## src/lilc_pkg.sv

```systemverilog
// constants, register map and state layout for the regulator and input-limit control block
// assumes one 20 MHz clock shared by the register port and all control logic
package lilc_pkg;

   // register port
   localparam int ADDR_W = 8;
   localparam int DATA_W = 8;

   // register offsets
   localparam logic [7:0] OFS_REG_CTRL = 8'h80;
   localparam logic [7:0] OFS_REG_VOLT = 8'h81;
   localparam logic [7:0] OFS_PROT = 8'h82;
   localparam logic [7:0] OFS_INT_FLAG = 8'h83;
   localparam logic [7:0] OFS_INT_MASK = 8'h84;
   localparam logic [7:0] OFS_RAIL_FLOOR = 8'h8F;
   localparam logic [7:0] OFS_INPUT_LIMIT = 8'h94;

   // register field positions
   localparam int BIT_ENABLE = 0;
   localparam int BIT_STBY_KEEP = 1;
   localparam int BIT_SLEEP_KEEP = 2;
   localparam int BIT_LOW_POWER = 3;
   localparam int BIT_PROTECT = 0;
   localparam int BIT_FAULT = 0;
   localparam int VCODE_LSB = 0;
   localparam int VCODE_W = 4;
   localparam int RAIL_LSB = 6;
   localparam int RAIL_W = 2;
   localparam int ILIM_LSB = 3;
   localparam int ILIM_W = 5;

   // power-on patterns
   localparam logic [5:0] RAIL_RSV_BITS = 6'h2B;
   localparam logic [7:0] RAIL_POR = 8'h2B;
   localparam logic [7:0] LIMIT_POR = 8'h68;
   localparam logic [3:0] VCODE_POR = 4'h0;

   // voltage and current encodings
   localparam logic [11:0] VOLT_BASE_MV = 12'h708;
   localparam logic [11:0] VOLT_STEP_MV = 12'h064;
   localparam logic [12:0] RAIL_MV_00 = 13'hDAC;
   localparam logic [12:0] RAIL_MV_01 = 13'hE74;
   localparam logic [12:0] RAIL_MV_10 = 13'h10CC;
   localparam logic [10:0] ILIM_BASE_MA = 11'h00A;
   localparam logic [10:0] ILIM_FINE_STEP_MA = 11'h005;
   localparam logic [10:0] ILIM_COARSE_STEP_MA = 11'h064;
   localparam logic [10:0] ILIM_COARSE_BASE_MA = 11'h12C;
   localparam logic [4:0] ILIM_FINE_LAST = 5'h08;
   localparam logic [4:0] ILIM_COARSE_FIRST = 5'h0C;
   localparam logic [4:0] ILIM_COARSE_LAST = 5'h13;
   localparam logic [4:0] ILIM_TOP_CODE = 5'h14;
   localparam logic [10:0] ILIM_TOP_MA = 11'h5DC;

   // power states from the sequencer
   localparam logic [1:0] PST_RUN = 2'h0;
   localparam logic [1:0] PST_STANDBY = 2'h1;
   localparam logic [1:0] PST_SLEEP = 2'h2;

   typedef enum logic [1:0] {
      PH_LOAD = 2'b01,
      PH_LIVE = 2'b10
   } lilc_phase_e;

   typedef struct packed {
      lilc_phase_e phase;
      logic en;
      logic stby_keep;
      logic sleep_keep;
      logic low_power;
      logic [3:0] vcode;
      logic protect;
      logic fault;
      logic mask;
      logic [1:0] rail;
      logic [4:0] ilim;
      logic reg_on;
      logic reg_lp;
      logic rail_rsv;
      logic ilim_rsv;
      logic [11:0] volt_mv;
      logic [12:0] rail_mv;
      logic [10:0] ilim_ma;
      logic int_oe_n;
      logic [7:0] rdata;
   } lilc_state_s;

   localparam lilc_state_s STATE_POR = '{
      phase: PH_LOAD, en: 1'b0, stby_keep: 1'b0, sleep_keep: 1'b0, low_power: 1'b0,
      vcode: VCODE_POR, protect: 1'b0, fault: 1'b0, mask: 1'b1,
      rail: RAIL_POR[7:6], ilim: LIMIT_POR[7:3], reg_on: 1'b0, reg_lp: 1'b0,
      rail_rsv: 1'b0, ilim_rsv: 1'b0,
      volt_mv: VOLT_BASE_MV, rail_mv: RAIL_MV_00, ilim_ma: ILIM_BASE_MA,
      int_oe_n: 1'b1, rdata: 8'h00};

endpackage

```

## src/lilc_sync.sv

```systemverilog
// two-stage synchroniser for levels arriving from outside the clock domain
// assumes the source holds each level for at least two clock periods
module lilc_sync
   import lilc_pkg::*;
#(
   parameter int WIDTH = 1
) (
   input wire logic CLK,
   input wire logic RST_N,
   input wire logic [WIDTH-1:0] D,
   output logic [WIDTH-1:0] Q
);

   logic [WIDTH-1:0] meta_ff;
   logic [WIDTH-1:0] q_ff;

   // first stage feeds only the second
   always_ff @(posedge CLK or negedge RST_N) begin
      if (!RST_N) begin
         meta_ff <= '0;
         q_ff <= '0;
      end else begin
         meta_ff <= D;
         q_ff <= meta_ff;
      end
   end

   assign Q = q_ff;

endmodule

```

## src/lilc_top.sv

```systemverilog
// regulator control, overcurrent fault handling and input front-end registers
// assumes a byte register port from the serial interface, same clock, strobed writes
module lilc_top
   import lilc_pkg::*;
(
   input wire logic CLK,
   input wire logic RST_N,
   input wire logic [ADDR_W-1:0] REG_ADDR,
   input wire logic REG_WR,
   input wire logic [DATA_W-1:0] REG_WDATA,
   output logic [DATA_W-1:0] REG_RDATA,
   input wire logic [1:0] PMIC_STATE,
   input wire logic [RAIL_W-1:0] OTP_RAIL_FLOOR,
   input wire logic OVERCURRENT,
   output logic REG_ON,
   output logic REG_LOW_POWER,
   output logic [VCODE_W-1:0] REG_VOLT_CODE,
   output logic [11:0] REG_VOLT_MV,
   output logic [12:0] RAIL_FLOOR_MV,
   output logic RAIL_FLOOR_RESERVED,
   output logic [10:0] INPUT_LIMIT_MA,
   output logic INPUT_LIMIT_RESERVED,
   output logic INTERRUPT_OUT_N_O,
   output logic INTERRUPT_OUT_N_OE_N
);

   lilc_state_s st_ff;
   lilc_state_s nxt_st;
   logic oc_sync;
   logic int_low_ff;

   // analog flag is asynchronous to this clock
   lilc_sync #(
      .WIDTH(1)
   ) u_oc_sync (
      .CLK(CLK),
      .RST_N(RST_N),
      .D(OVERCURRENT),
      .Q(oc_sync)
   );

   function automatic logic [10:0] ilim_decode(input logic [4:0] code);
      logic [10:0] ma;
      ma = 11'h000;
      if (code <= ILIM_FINE_LAST) begin
         ma = ILIM_BASE_MA + ILIM_FINE_STEP_MA * {6'h00, code};
      end else if (code < ILIM_COARSE_FIRST) begin
         ma = ILIM_COARSE_STEP_MA + ILIM_COARSE_STEP_MA * ({6'h00, code} - 11'h009) / 11'h002;
      end else if (code <= ILIM_COARSE_LAST) begin
         ma = ILIM_COARSE_BASE_MA + ILIM_COARSE_STEP_MA * ({6'h00, code} - 11'h00C);
      end else if (code == ILIM_TOP_CODE) begin
         ma = ILIM_TOP_MA;
      end
      return ma;
   endfunction

   logic wr_ctrl;
   logic wr_volt;
   logic wr_prot;
   logic wr_flag;
   logic wr_mask;
   logic wr_limit;
   logic keep;

   always_comb begin
      wr_ctrl = REG_WR && (REG_ADDR == OFS_REG_CTRL);
      wr_volt = REG_WR && (REG_ADDR == OFS_REG_VOLT);
      wr_prot = REG_WR && (REG_ADDR == OFS_PROT);
      wr_flag = REG_WR && (REG_ADDR == OFS_INT_FLAG);
      wr_mask = REG_WR && (REG_ADDR == OFS_INT_MASK);
      wr_limit = REG_WR && (REG_ADDR == OFS_INPUT_LIMIT);
      nxt_st = st_ff;

      case (st_ff.phase)
         PH_LOAD: begin
            // rail floor is taken from OTP once, after reset release
            nxt_st.rail = OTP_RAIL_FLOOR;
            nxt_st.phase = PH_LIVE;
         end
         PH_LIVE: begin
            nxt_st.phase = PH_LIVE;
         end
         default: begin
            nxt_st.phase = PH_LOAD;
         end
      endcase

      if (wr_ctrl) begin
         nxt_st.en = REG_WDATA[BIT_ENABLE];
         nxt_st.stby_keep = REG_WDATA[BIT_STBY_KEEP];
         nxt_st.sleep_keep = REG_WDATA[BIT_SLEEP_KEEP];
         nxt_st.low_power = REG_WDATA[BIT_LOW_POWER];
      end
      if (wr_volt) begin
         nxt_st.vcode = REG_WDATA[VCODE_LSB +: VCODE_W];
      end
      if (wr_prot) begin
         nxt_st.protect = REG_WDATA[BIT_PROTECT];
      end
      if (wr_mask) begin
         nxt_st.mask = REG_WDATA[BIT_FAULT];
      end
      if (wr_limit) begin
         nxt_st.ilim = REG_WDATA[ILIM_LSB +: ILIM_W];
      end
      if (wr_flag && REG_WDATA[BIT_FAULT]) begin
         nxt_st.fault = 1'b0;
      end

      // hardware wins over a same-cycle software write, so no event is lost
      if (oc_sync) begin
         nxt_st.fault = 1'b1;
         if (st_ff.protect) begin
            nxt_st.en = 1'b0;
         end
         // protection off: enable keeps its value, analog stays in current limit
      end

      case (PMIC_STATE)
         PST_RUN: keep = 1'b1;
         PST_STANDBY: keep = st_ff.stby_keep;
         PST_SLEEP: keep = st_ff.sleep_keep;
         default: keep = 1'b0;
      endcase
      nxt_st.reg_on = st_ff.en && keep;
      nxt_st.reg_lp = st_ff.en && keep && (PMIC_STATE != PST_RUN) && st_ff.low_power;

      nxt_st.volt_mv = VOLT_BASE_MV + VOLT_STEP_MV * {8'h00, st_ff.vcode};

      case (st_ff.rail)
         2'h0: nxt_st.rail_mv = RAIL_MV_00;
         2'h1: nxt_st.rail_mv = RAIL_MV_01;
         2'h2: nxt_st.rail_mv = RAIL_MV_10;
         default: nxt_st.rail_mv = RAIL_MV_10; // reserved code parks at the safest floor
      endcase
      nxt_st.rail_rsv = (st_ff.rail == 2'h3);

      nxt_st.ilim_ma = ilim_decode(st_ff.ilim);
      nxt_st.ilim_rsv = (st_ff.ilim > ILIM_TOP_CODE);

      // pin pulled low only by an unmasked flag; masked flag still reads back
      nxt_st.int_oe_n = !(st_ff.fault && !st_ff.mask);

      case (REG_ADDR)
         OFS_REG_CTRL: nxt_st.rdata = {4'h0, st_ff.low_power, st_ff.sleep_keep,
                                       st_ff.stby_keep, st_ff.en};
         OFS_REG_VOLT: nxt_st.rdata = {4'h0, st_ff.vcode};
         OFS_PROT: nxt_st.rdata = {7'h00, st_ff.protect};
         OFS_INT_FLAG: nxt_st.rdata = {7'h00, st_ff.fault};
         OFS_INT_MASK: nxt_st.rdata = {7'h00, st_ff.mask};
         OFS_RAIL_FLOOR: nxt_st.rdata = {st_ff.rail, RAIL_RSV_BITS};
         OFS_INPUT_LIMIT: nxt_st.rdata = {st_ff.ilim, 3'h0};
         default: nxt_st.rdata = 8'h00;
      endcase
   end

   // reset pattern sets the mask and clears protection
   always_ff @(posedge CLK or negedge RST_N) begin
      if (!RST_N) begin
         st_ff <= STATE_POR;
         int_low_ff <= 1'b0;
      end else begin
         st_ff <= nxt_st;
         int_low_ff <= 1'b0;
      end
   end

   always_comb begin
      REG_RDATA = st_ff.rdata;
      REG_ON = st_ff.reg_on;
      REG_LOW_POWER = st_ff.reg_lp;
      REG_VOLT_CODE = st_ff.vcode;
      REG_VOLT_MV = st_ff.volt_mv;
      RAIL_FLOOR_MV = st_ff.rail_mv;
      RAIL_FLOOR_RESERVED = st_ff.rail_rsv;
      INPUT_LIMIT_MA = st_ff.ilim_ma;
      INPUT_LIMIT_RESERVED = st_ff.ilim_rsv;
      INTERRUPT_OUT_N_O = int_low_ff;
      INTERRUPT_OUT_N_OE_N = st_ff.int_oe_n;
   end

   volt_decode_a:
   assert property (@(posedge CLK) disable iff (!RST_N)
      st_ff.phase == PH_LIVE |=> st_ff.volt_mv == 1800 + 100 * $past(st_ff.vcode))
   else $error("voltage decode wrong");

   run_on_a:
   assert property (@(posedge CLK) disable iff (!RST_N)
      (PMIC_STATE == PST_RUN && st_ff.en) |=> st_ff.reg_on)
   else $error("regulator not on in run");

   stby_off_a:
   assert property (@(posedge CLK) disable iff (!RST_N)
      (PMIC_STATE == PST_STANDBY && !st_ff.stby_keep) |=> !st_ff.reg_on)
   else $error("regulator on in standby without keep");

   low_power_a:
   assert property (@(posedge CLK) disable iff (!RST_N)
      (PMIC_STATE == PST_SLEEP && st_ff.en && st_ff.sleep_keep)
      |=> st_ff.reg_on && (st_ff.reg_lp == $past(st_ff.low_power)))
   else $error("low-power selection wrong in sleep");

   protect_off_a:
   assert property (@(posedge CLK) disable iff (!RST_N)
      (oc_sync && st_ff.protect) |=> !st_ff.en && st_ff.fault ##1 !st_ff.reg_on)
   else $error("protection did not disable regulator");

   no_protect_a:
   assert property (@(posedge CLK) disable iff (!RST_N)
      (oc_sync && !st_ff.protect && !wr_ctrl) |=> st_ff.en == $past(st_ff.en))
   else $error("enable changed without protection");

   fault_set_a:
   assert property (@(posedge CLK) disable iff (!RST_N)
      $rose(OVERCURRENT) ##2 oc_sync |=> st_ff.fault)
   else $error("overload did not set fault flag");

   mask_hold_a:
   assert property (@(posedge CLK) disable iff (!RST_N)
      st_ff.mask [*2] |-> st_ff.int_oe_n)
   else $error("masked fault drove interrupt pin");

   clear_flag_a:
   assert property (@(posedge CLK) disable iff (!RST_N)
      (wr_flag && REG_WDATA[BIT_FAULT] && !oc_sync) |=> !st_ff.fault ##1 st_ff.int_oe_n)
   else $error("write-one clear failed");

   limit_top_a:
   assert property (@(posedge CLK) disable iff (!RST_N)
      (st_ff.ilim == 5'h14) |=> INPUT_LIMIT_MA == 1500)
   else $error("top input limit decode wrong");

   rail_load_a:
   assert property (@(posedge CLK) disable iff (!RST_N)
      (st_ff.phase == PH_LOAD) |=> st_ff.rail == $past(OTP_RAIL_FLOOR))
   else $error("rail floor not taken from OTP");

   rail_fixed_a:
   assert property (@(posedge CLK) disable iff (!RST_N)
      (st_ff.phase == PH_LIVE) |=> $stable(st_ff.rail))
   else $error("rail floor changed after load");

   rail_rsv_a:
   assert property (@(posedge CLK) disable iff (!RST_N)
      (st_ff.rail == 2'h3) |=> RAIL_FLOOR_RESERVED && RAIL_FLOOR_MV == RAIL_MV_10)
   else $error("reserved rail code not flagged");

   int_pull_a:
   assert property (@(posedge CLK) disable iff (!RST_N)
      (st_ff.fault && !st_ff.mask) |=> !INTERRUPT_OUT_N_OE_N)
   else $error("unmasked fault did not pull interrupt pin");

   flag_sticky_a:
   assert property (@(posedge CLK) disable iff (!RST_N)
      (st_ff.fault && !(wr_flag && REG_WDATA[BIT_FAULT])) |=> st_ff.fault)
   else $error("fault flag dropped without a clear");

   oc_flag_a:
   assert property (@(posedge CLK) disable iff (!RST_N)
      oc_sync |=> st_ff.fault)
   else $error("synchronised overload did not set flag");

   limit_write_a:
   assert property (@(posedge CLK) disable iff (!RST_N)
      wr_limit |=> st_ff.ilim == $past(REG_WDATA[7:3]))
   else $error("input limit write lost");

   limit_read_a:
   assert property (@(posedge CLK) disable iff (!RST_N)
      (REG_ADDR == OFS_INPUT_LIMIT) |=> REG_RDATA == {$past(st_ff.ilim), 3'h0})
   else $error("input limit readback wrong");

   limit_rsv_a:
   assert property (@(posedge CLK) disable iff (!RST_N)
      (st_ff.ilim > ILIM_TOP_CODE) |=> INPUT_LIMIT_RESERVED && INPUT_LIMIT_MA == 11'h000)
   else $error("reserved input limit not flagged");

   volt_write_a:
   assert property (@(posedge CLK) disable iff (!RST_N)
      wr_volt |=> REG_VOLT_CODE == $past(REG_WDATA[3:0]))
   else $error("voltage code write lost");

   run_full_a:
   assert property (@(posedge CLK) disable iff (!RST_N)
      (PMIC_STATE == PST_RUN) |=> !REG_LOW_POWER)
   else $error("low-power mode in run state");

endmodule

```

## config.mk

```make
export PLATFORM = sky130hd
export DESIGN_NAME = lilc_top
export DESIGN_NICKNAME = d
export VERILOG_FILES = /design/src/lilc_pkg.sv /design/src/lilc_sync.sv /design/src/lilc_top.sv
export SDC_FILE = /design/constraint.sdc
export NUM_CORES = 1
export LEC_CHECK = 0
export ABC_AREA = 1
export BUFFER_PORTS_ARGS = -buffer_cell sky130_fd_sc_hd__buf_4
export CAP_MARGIN = 20
export CELL_PAD_IN_SITES_DETAIL_PLACEMENT = 0
export CELL_PAD_IN_SITES_GLOBAL_PLACEMENT = 2
export CORE_MARGIN = 10
export CORE_UTILIZATION = 34
export DETAILED_ROUTE_END_ITERATION = 12
export PLACE_DENSITY_LB_ADDON = 0.15
export RECOVER_POWER = 25
export SLEW_MARGIN = 30
export SYNTH_ARGS = -nofsm -noshare
export SYNTH_HDL_FRONTEND = slang
export SYNTH_HIERARCHICAL = 1
export SYNTH_SLANG_ARGS = --single-unit
```

## constraint.sdc

```tcl
create_clock -name CLK -period 4.9 [get_ports CLK]
set_input_delay 0.49 -clock CLK [delete_from_list [all_inputs] [get_ports CLK]]
set_output_delay 0.49 -clock CLK [all_outputs]
set_load 0.01 [all_outputs]
```

# [Word level (Yosys, flattened, before mapping)]
# Index checks and enable logic that the tools add are counted.
# W data, S select, Z words.
[word_totals] register_bits=71 inputBits=24 output_inout_bits=54 elab_cells=81
[op_classes] addsub=6 mul=4 magnitude_cmp=4 n_eq_ne=14 mux=13 n_reduce_logical=18
[ops] cell="$eq A8 B8 Y1 const B" n=7
[ops] cell="$pmux W8 S7" n=1
[ops] cell="$mux W11" n=4
[ops] cell="$pmux W13 S2" n=1
[ops] cell="$mul A5 B11 Y9 const A" n=2
[ops] cell="$add A11 B11 Y12 const A" n=1
[ops] cell="$sub A5 B4 Y6 const B" n=2
[ops] cell="$add A7 B10 Y11 const A" n=1
[ops] cell="$add A9 B11 Y11 const A" n=1
[ops] cell="$logic_and A1 B1 Y1" n=11
[ops] cell="$add A4 B8 Y9 const A" n=1
[ops] cell="$mul A5 B4 Y9 const A" n=1
[ops] cell="$mul A3 B5 Y8 const A" n=1
[ops] cell="$eq A2 B1 Y1 const B" n=3
[ops] cell="$eq A2 B2 Y1 const B" n=3
[ops] cell="$eq A5 B5 Y1 const B" n=1
[ops] cell="$gt A5 B5 Y1 const B" n=1
[ops] cell="$le A5 B4 Y1 const B" n=1
[ops] cell="$le A5 B5 Y1 const B" n=1
[ops] cell="$lt A5 B4 Y1 const B" n=1
[ops] cell="$logic_not A2 Y1" n=2
[ops] cell="$mux W1" n=4
[ops] cell="$mux W4" n=1
[ops] cell="$reduce_bool A2 Y1" n=2
[ops] cell="other kinds (4)" n=5

# [Longest topological paths before layout]
[depth] ltp_word=6 ltp_mapped=23 ltp_nobuf=23

# [By module]
# Netlist, hierarchy kept.
[by_module_without_submodules] module="lilc_top" instances=1 cells_each=534 area_per_inst_um2=4490.6 seq_area_each_um2=1520.2
[by_module_without_submodules] module="lilc_sync" instances=1 cells_each=2 area_per_inst_um2=50.0 seq_area_each_um2=50.0

# [Worst setup path after synthesis]
# OpenSTA, ideal clock, no wires.
[synth_path] kind="register -> register" from="register st_ff[51] in the netlist's numbering" to="register st_ff (netlist bit INPUT_LIMIT_MA[10])" setup_time_ns=0.128 t_arrival_ns=3.370 t_required_ns=4.772 path_slack_ns=1.402 stages_incl_launch_ff=23 n_path_buf=0 period_less_slack_ns=3.498 cell_sequence="dfstp_2 -> inv_2 -> ha_1 -> nand2_1 -> nand2_1 -> nand2_1 -> nand2_1 -> ha_1 -> ha_1 -> inv_1 -> fa_1 -> inv_1 -> ha_1 -> nand3_1 -> nand3_1 -> nand2_1 -> nand2_1 -> inv_1 -> nand3_1 -> nand3_1 -> nand2_1 -> nand2_1 -> a21oi_1"
[synth_lines] element="start, declared" line_no="lilc_top.sv:27" text="lilc_state_s st_ff;"
[synth_lines] element="start signal, assigned" line_no="lilc_top.sv:163" text="st_ff <= nxt_st;"

==> flow_summary.toml <==
[place]
io_buffers = 71
dpl.hpwl_um = 8730
place_congestion = 0.807

[route]
ant_nets = 0
via_count = 3338
drt_first_iter_violations = 115
wl_um = 10800
wire_per_inst_um = 14.4
drc = 0
drt_first_pass_iters = 4
via_per_inst = 4.45

[timing]
fin_skew_ns = 0.00233
fmax_mhz = 255
post-route-min-period_ns = 3.92
relSlewSlack_pct = -114
final_max_slew_viol_count = 63
finalSetupViolCount = 0
tightest_slew_ns = 3.21
finalCritPeriodShare_pct = 80.0
finalHoldViolations = 0
final.setup.tns_ns = 0
rsz0062_at_grt = "no"

[worst_setup_path]
r2r_cells = 18
reg2reg_to = "INPUT_LIMIT_MA[10]"
arrival_ns = 4.16
critPathLaunchType = "flop"
worstPathRequired_ns = 5.14
setup.worst_path.end_class = "flop"
r2r_start = "st_ff[50]"
rrSetupSlack_ns = 0.98
crit_type = "flop to flop"
crit_fanout = 7

[power_and_ir_drop]
total_power_mw = 1.62
power_density_mw_per_mm2 = 312
p_leak_nw = 2.74
vdd_drop_max_v = 0.000129

[clock_network]
clock_sinks = 62
cts_htree_levels = 3
cts_buffers = 9
clk_latency_ns = 0.32
cts_setup_buffers = 0
ctsHoldBuffers = 0
root_buffer = "clkbuf_16"
cts_resized = 0
cts_tree = "yes"
clk_pin_slew_ns = 0.05
clockBufferDepth = 2

[grt]
grt_pass1_wl_um = 17700
antenna_found_initial = 0
grt_use_total_pct = 12.1
grt_pass1_vias = 3413
grt_remaining_overflow = 0
grt_max_degree = 63

[logic_synthesis]
avgSynthCellArea_um2 = 8.47
muxShareOfSynthArea_pct = 0
synthAdderAreaFrac_pct = 18.4
yosysSeqAreaShare_pct = 34.6
ys_seq_elements = 62
synthXorXnorAreaFrac_pct = 4.60
syn_inst = 536
synth_top_family_by_area = "adder cells"
synth_compound_gate_area_share_pct = 8.82
synth-simple-area-share_pct = 17.4
yosysUniqueCellTypes = 39
ys_warn_count = 6
syn-cell-area_mm2 = 0.00454

[final_layout]
drive_gt1_share_pct = 22.1
layout_common_cells = "inv_1 (85), nand2_1 (82), buf_4 (70)"
final_nets = 656
area_delta_synth_final_pct = 14.5
final_common_cell = "inv_1"
n_antenna_cell = 0

[floorplanning]
die_w_um = 136
die_area_mm2 = 0.0184
initial_utilization_pct = 34.6
coreArea_mm2 = 0.0131
rows = 42
io_pins = 78
die_h_um = 136

[min_path]
min_path_type = "input port to flop"
worst_hold_path.num_cells = 1
min_to = "u_oc_sync/meta_ff"
hold_start = "OVERCURRENT"

[status]
status = "finished with violations"
violations = "capacitance limit, slew limit"

[run]
drv_cap = 1
## per-stage QoR
step / std cells / setup WS [ns] / instance area (um^2) / hold WS (ns) / util (%)
detailed placement: 735 / 0.968 / 4930 / 0.351 / 37.5
finish: 750 / 0.978 / 5200 / 0.299 / 39.6
global route: 750 / 0.589 / 5200 / 0.285 / 39.6
floorplan: 540 / 1.40 / 4560 / 0.194 / -
CTS: 750 / 0.926 / 5200 / 0.261 / 39.6
global placement: 735 / 1.03 / 4930 / 0.332 / 37.5
## state kept, by name, indices dropped and copies added (netlist names)
name                  cells
RAIL_FLOOR_RESERVED       1
INTERRUPT_OUT_N_OE_N      1
INPUT_LIMIT_RESERVED      1
REG_RDATA                 8
REG_VOLT_MV              10
INPUT_LIMIT_MA           11
REG_ON                    1
u_oc_sync/Q               1
u_oc_sync/meta_ff         1
st_ff                    16
REG_LOW_POWER             1
RAIL_FLOOR_MV             6
REG_VOLT_CODE             4
## routing by layer
metal | share of wire (%) | track usage, %
met4 | 0.95 | 2.87
met1 | 48 | 16.1
met2 | 45 | 18.1
met5 | 0 | 0
met3 | 6.2 | 4.38
## synthesized netlist by cell type
cell type / n / share of area (%)
o22ai_1: 4 / 0.55
nand3b_1: 1 / 0.17
o21ai_0: 27 / 3.0
nand4_1: 4 / 0.55
or2_2: 2 / 0.28
a21oi_4: 1 / 0.36
and3_1: 1 / 0.14
nand3_1: 35 / 3.9
dfstp_2: 15 / 8.7
a21oi_1: 29 / 3.2
fa_1: 8 / 3.5
buf_4: 50 / 8.3
o21ai_1: 3 / 0.33
nor2_4: 1 / 0.25
nand2_1: 82 / 6.8
nor2_1: 28 / 2.3
clkbuf_1: 2 / 0.17
nor3_1: 2 / 0.22
o21ai_2: 2 / 0.39
nand4_2: 1 / 0.28
buf_2: 1 / 0.11
ha_1: 54 / 15
nand2_2: 6 / 0.83
a21o_1: 1 / 0.17
xor2_2: 1 / 0.36
nor3_4: 1 / 0.36
xor2_1: 14 / 2.7
conb_1: 2 / 0.17
nor2_2: 3 / 0.41
o2111ai_1: 1 / 0.19
o221ai_1: 1 / 0.19
inv_1: 85 / 7.0
a22oi_1: 2 / 0.33
inv_2: 5 / 0.41
nand3_2: 4 / 0.88
xnor2_1: 8 / 1.5
a31oi_1: 1 / 0.14
dfrtp_1: 47 / 26
or3_1: 1 / 0.14
## logic make-up (layout without fill, tap and decap cells)
logic type,after synthesis,count (layout)
simple gates,172,172
buf+inv,143,177
compound gates,72,72
fa+ha+maj,62,62
flops,62,62
xor+xnor,23,23
other cells,2,6
## power breakdown
part           switching [mW]  total, mW  internal [mW]
clock network           0.210      0.574          0.363
registers              0.0167      0.560          0.543
logic                   0.294      0.488          0.194
## layout make-up
type                            instances  area (um^2)
Clock buffer                           11          253
Clock inverter                          4         22.5
Fill cell                            1394         7940
Inverter                               90          338
Multi-Input combinational cell        335         2260
Sequential cell                        62         1570
Tap cell                              176          220
Timing Repair Buffer                   72          537
## worst max-delay path, cell delays in order, from the launching register on
cell and delay (ns):
dfrtp_1 0.52, inv_1 0.22, ha_1 0.24, nand2_1 0.09
nand2_1 0.14, xor2_1 0.17, ha_1 0.31, ha_1 0.32
fa_1 0.48, ha_1 0.40, a21oi_1 0.25, nand2_1 0.10
nand2_1 0.07, nand2_1 0.08, nor2_1 0.13, nand3_1 0.09
nand2_1 0.06, nand2_1 0.05, a21oi_1 0.12
## how the worst max path moves through the flow
stage / start / end / slack [ns] / cells past startpoint
2_1_floorplan: st_ff[51] / INPUT_LIMIT_MA[10] / 1.40 / 22
3_3_place_gp: st_ff[50] / INPUT_LIMIT_MA[8] / 1.03 / 17
3_5_place_dp: st_ff[50] / INPUT_LIMIT_MA[10] / 0.97 / 18
4_1_cts: st_ff[50] / INPUT_LIMIT_MA[10] / 0.93 / 18
5_1_grt: st_ff[50] / INPUT_LIMIT_MA[10] / 0.59 / 18
6_report: st_ff[50] / INPUT_LIMIT_MA[10] / 0.98 / 18
(Power assumes the default switching activity.)
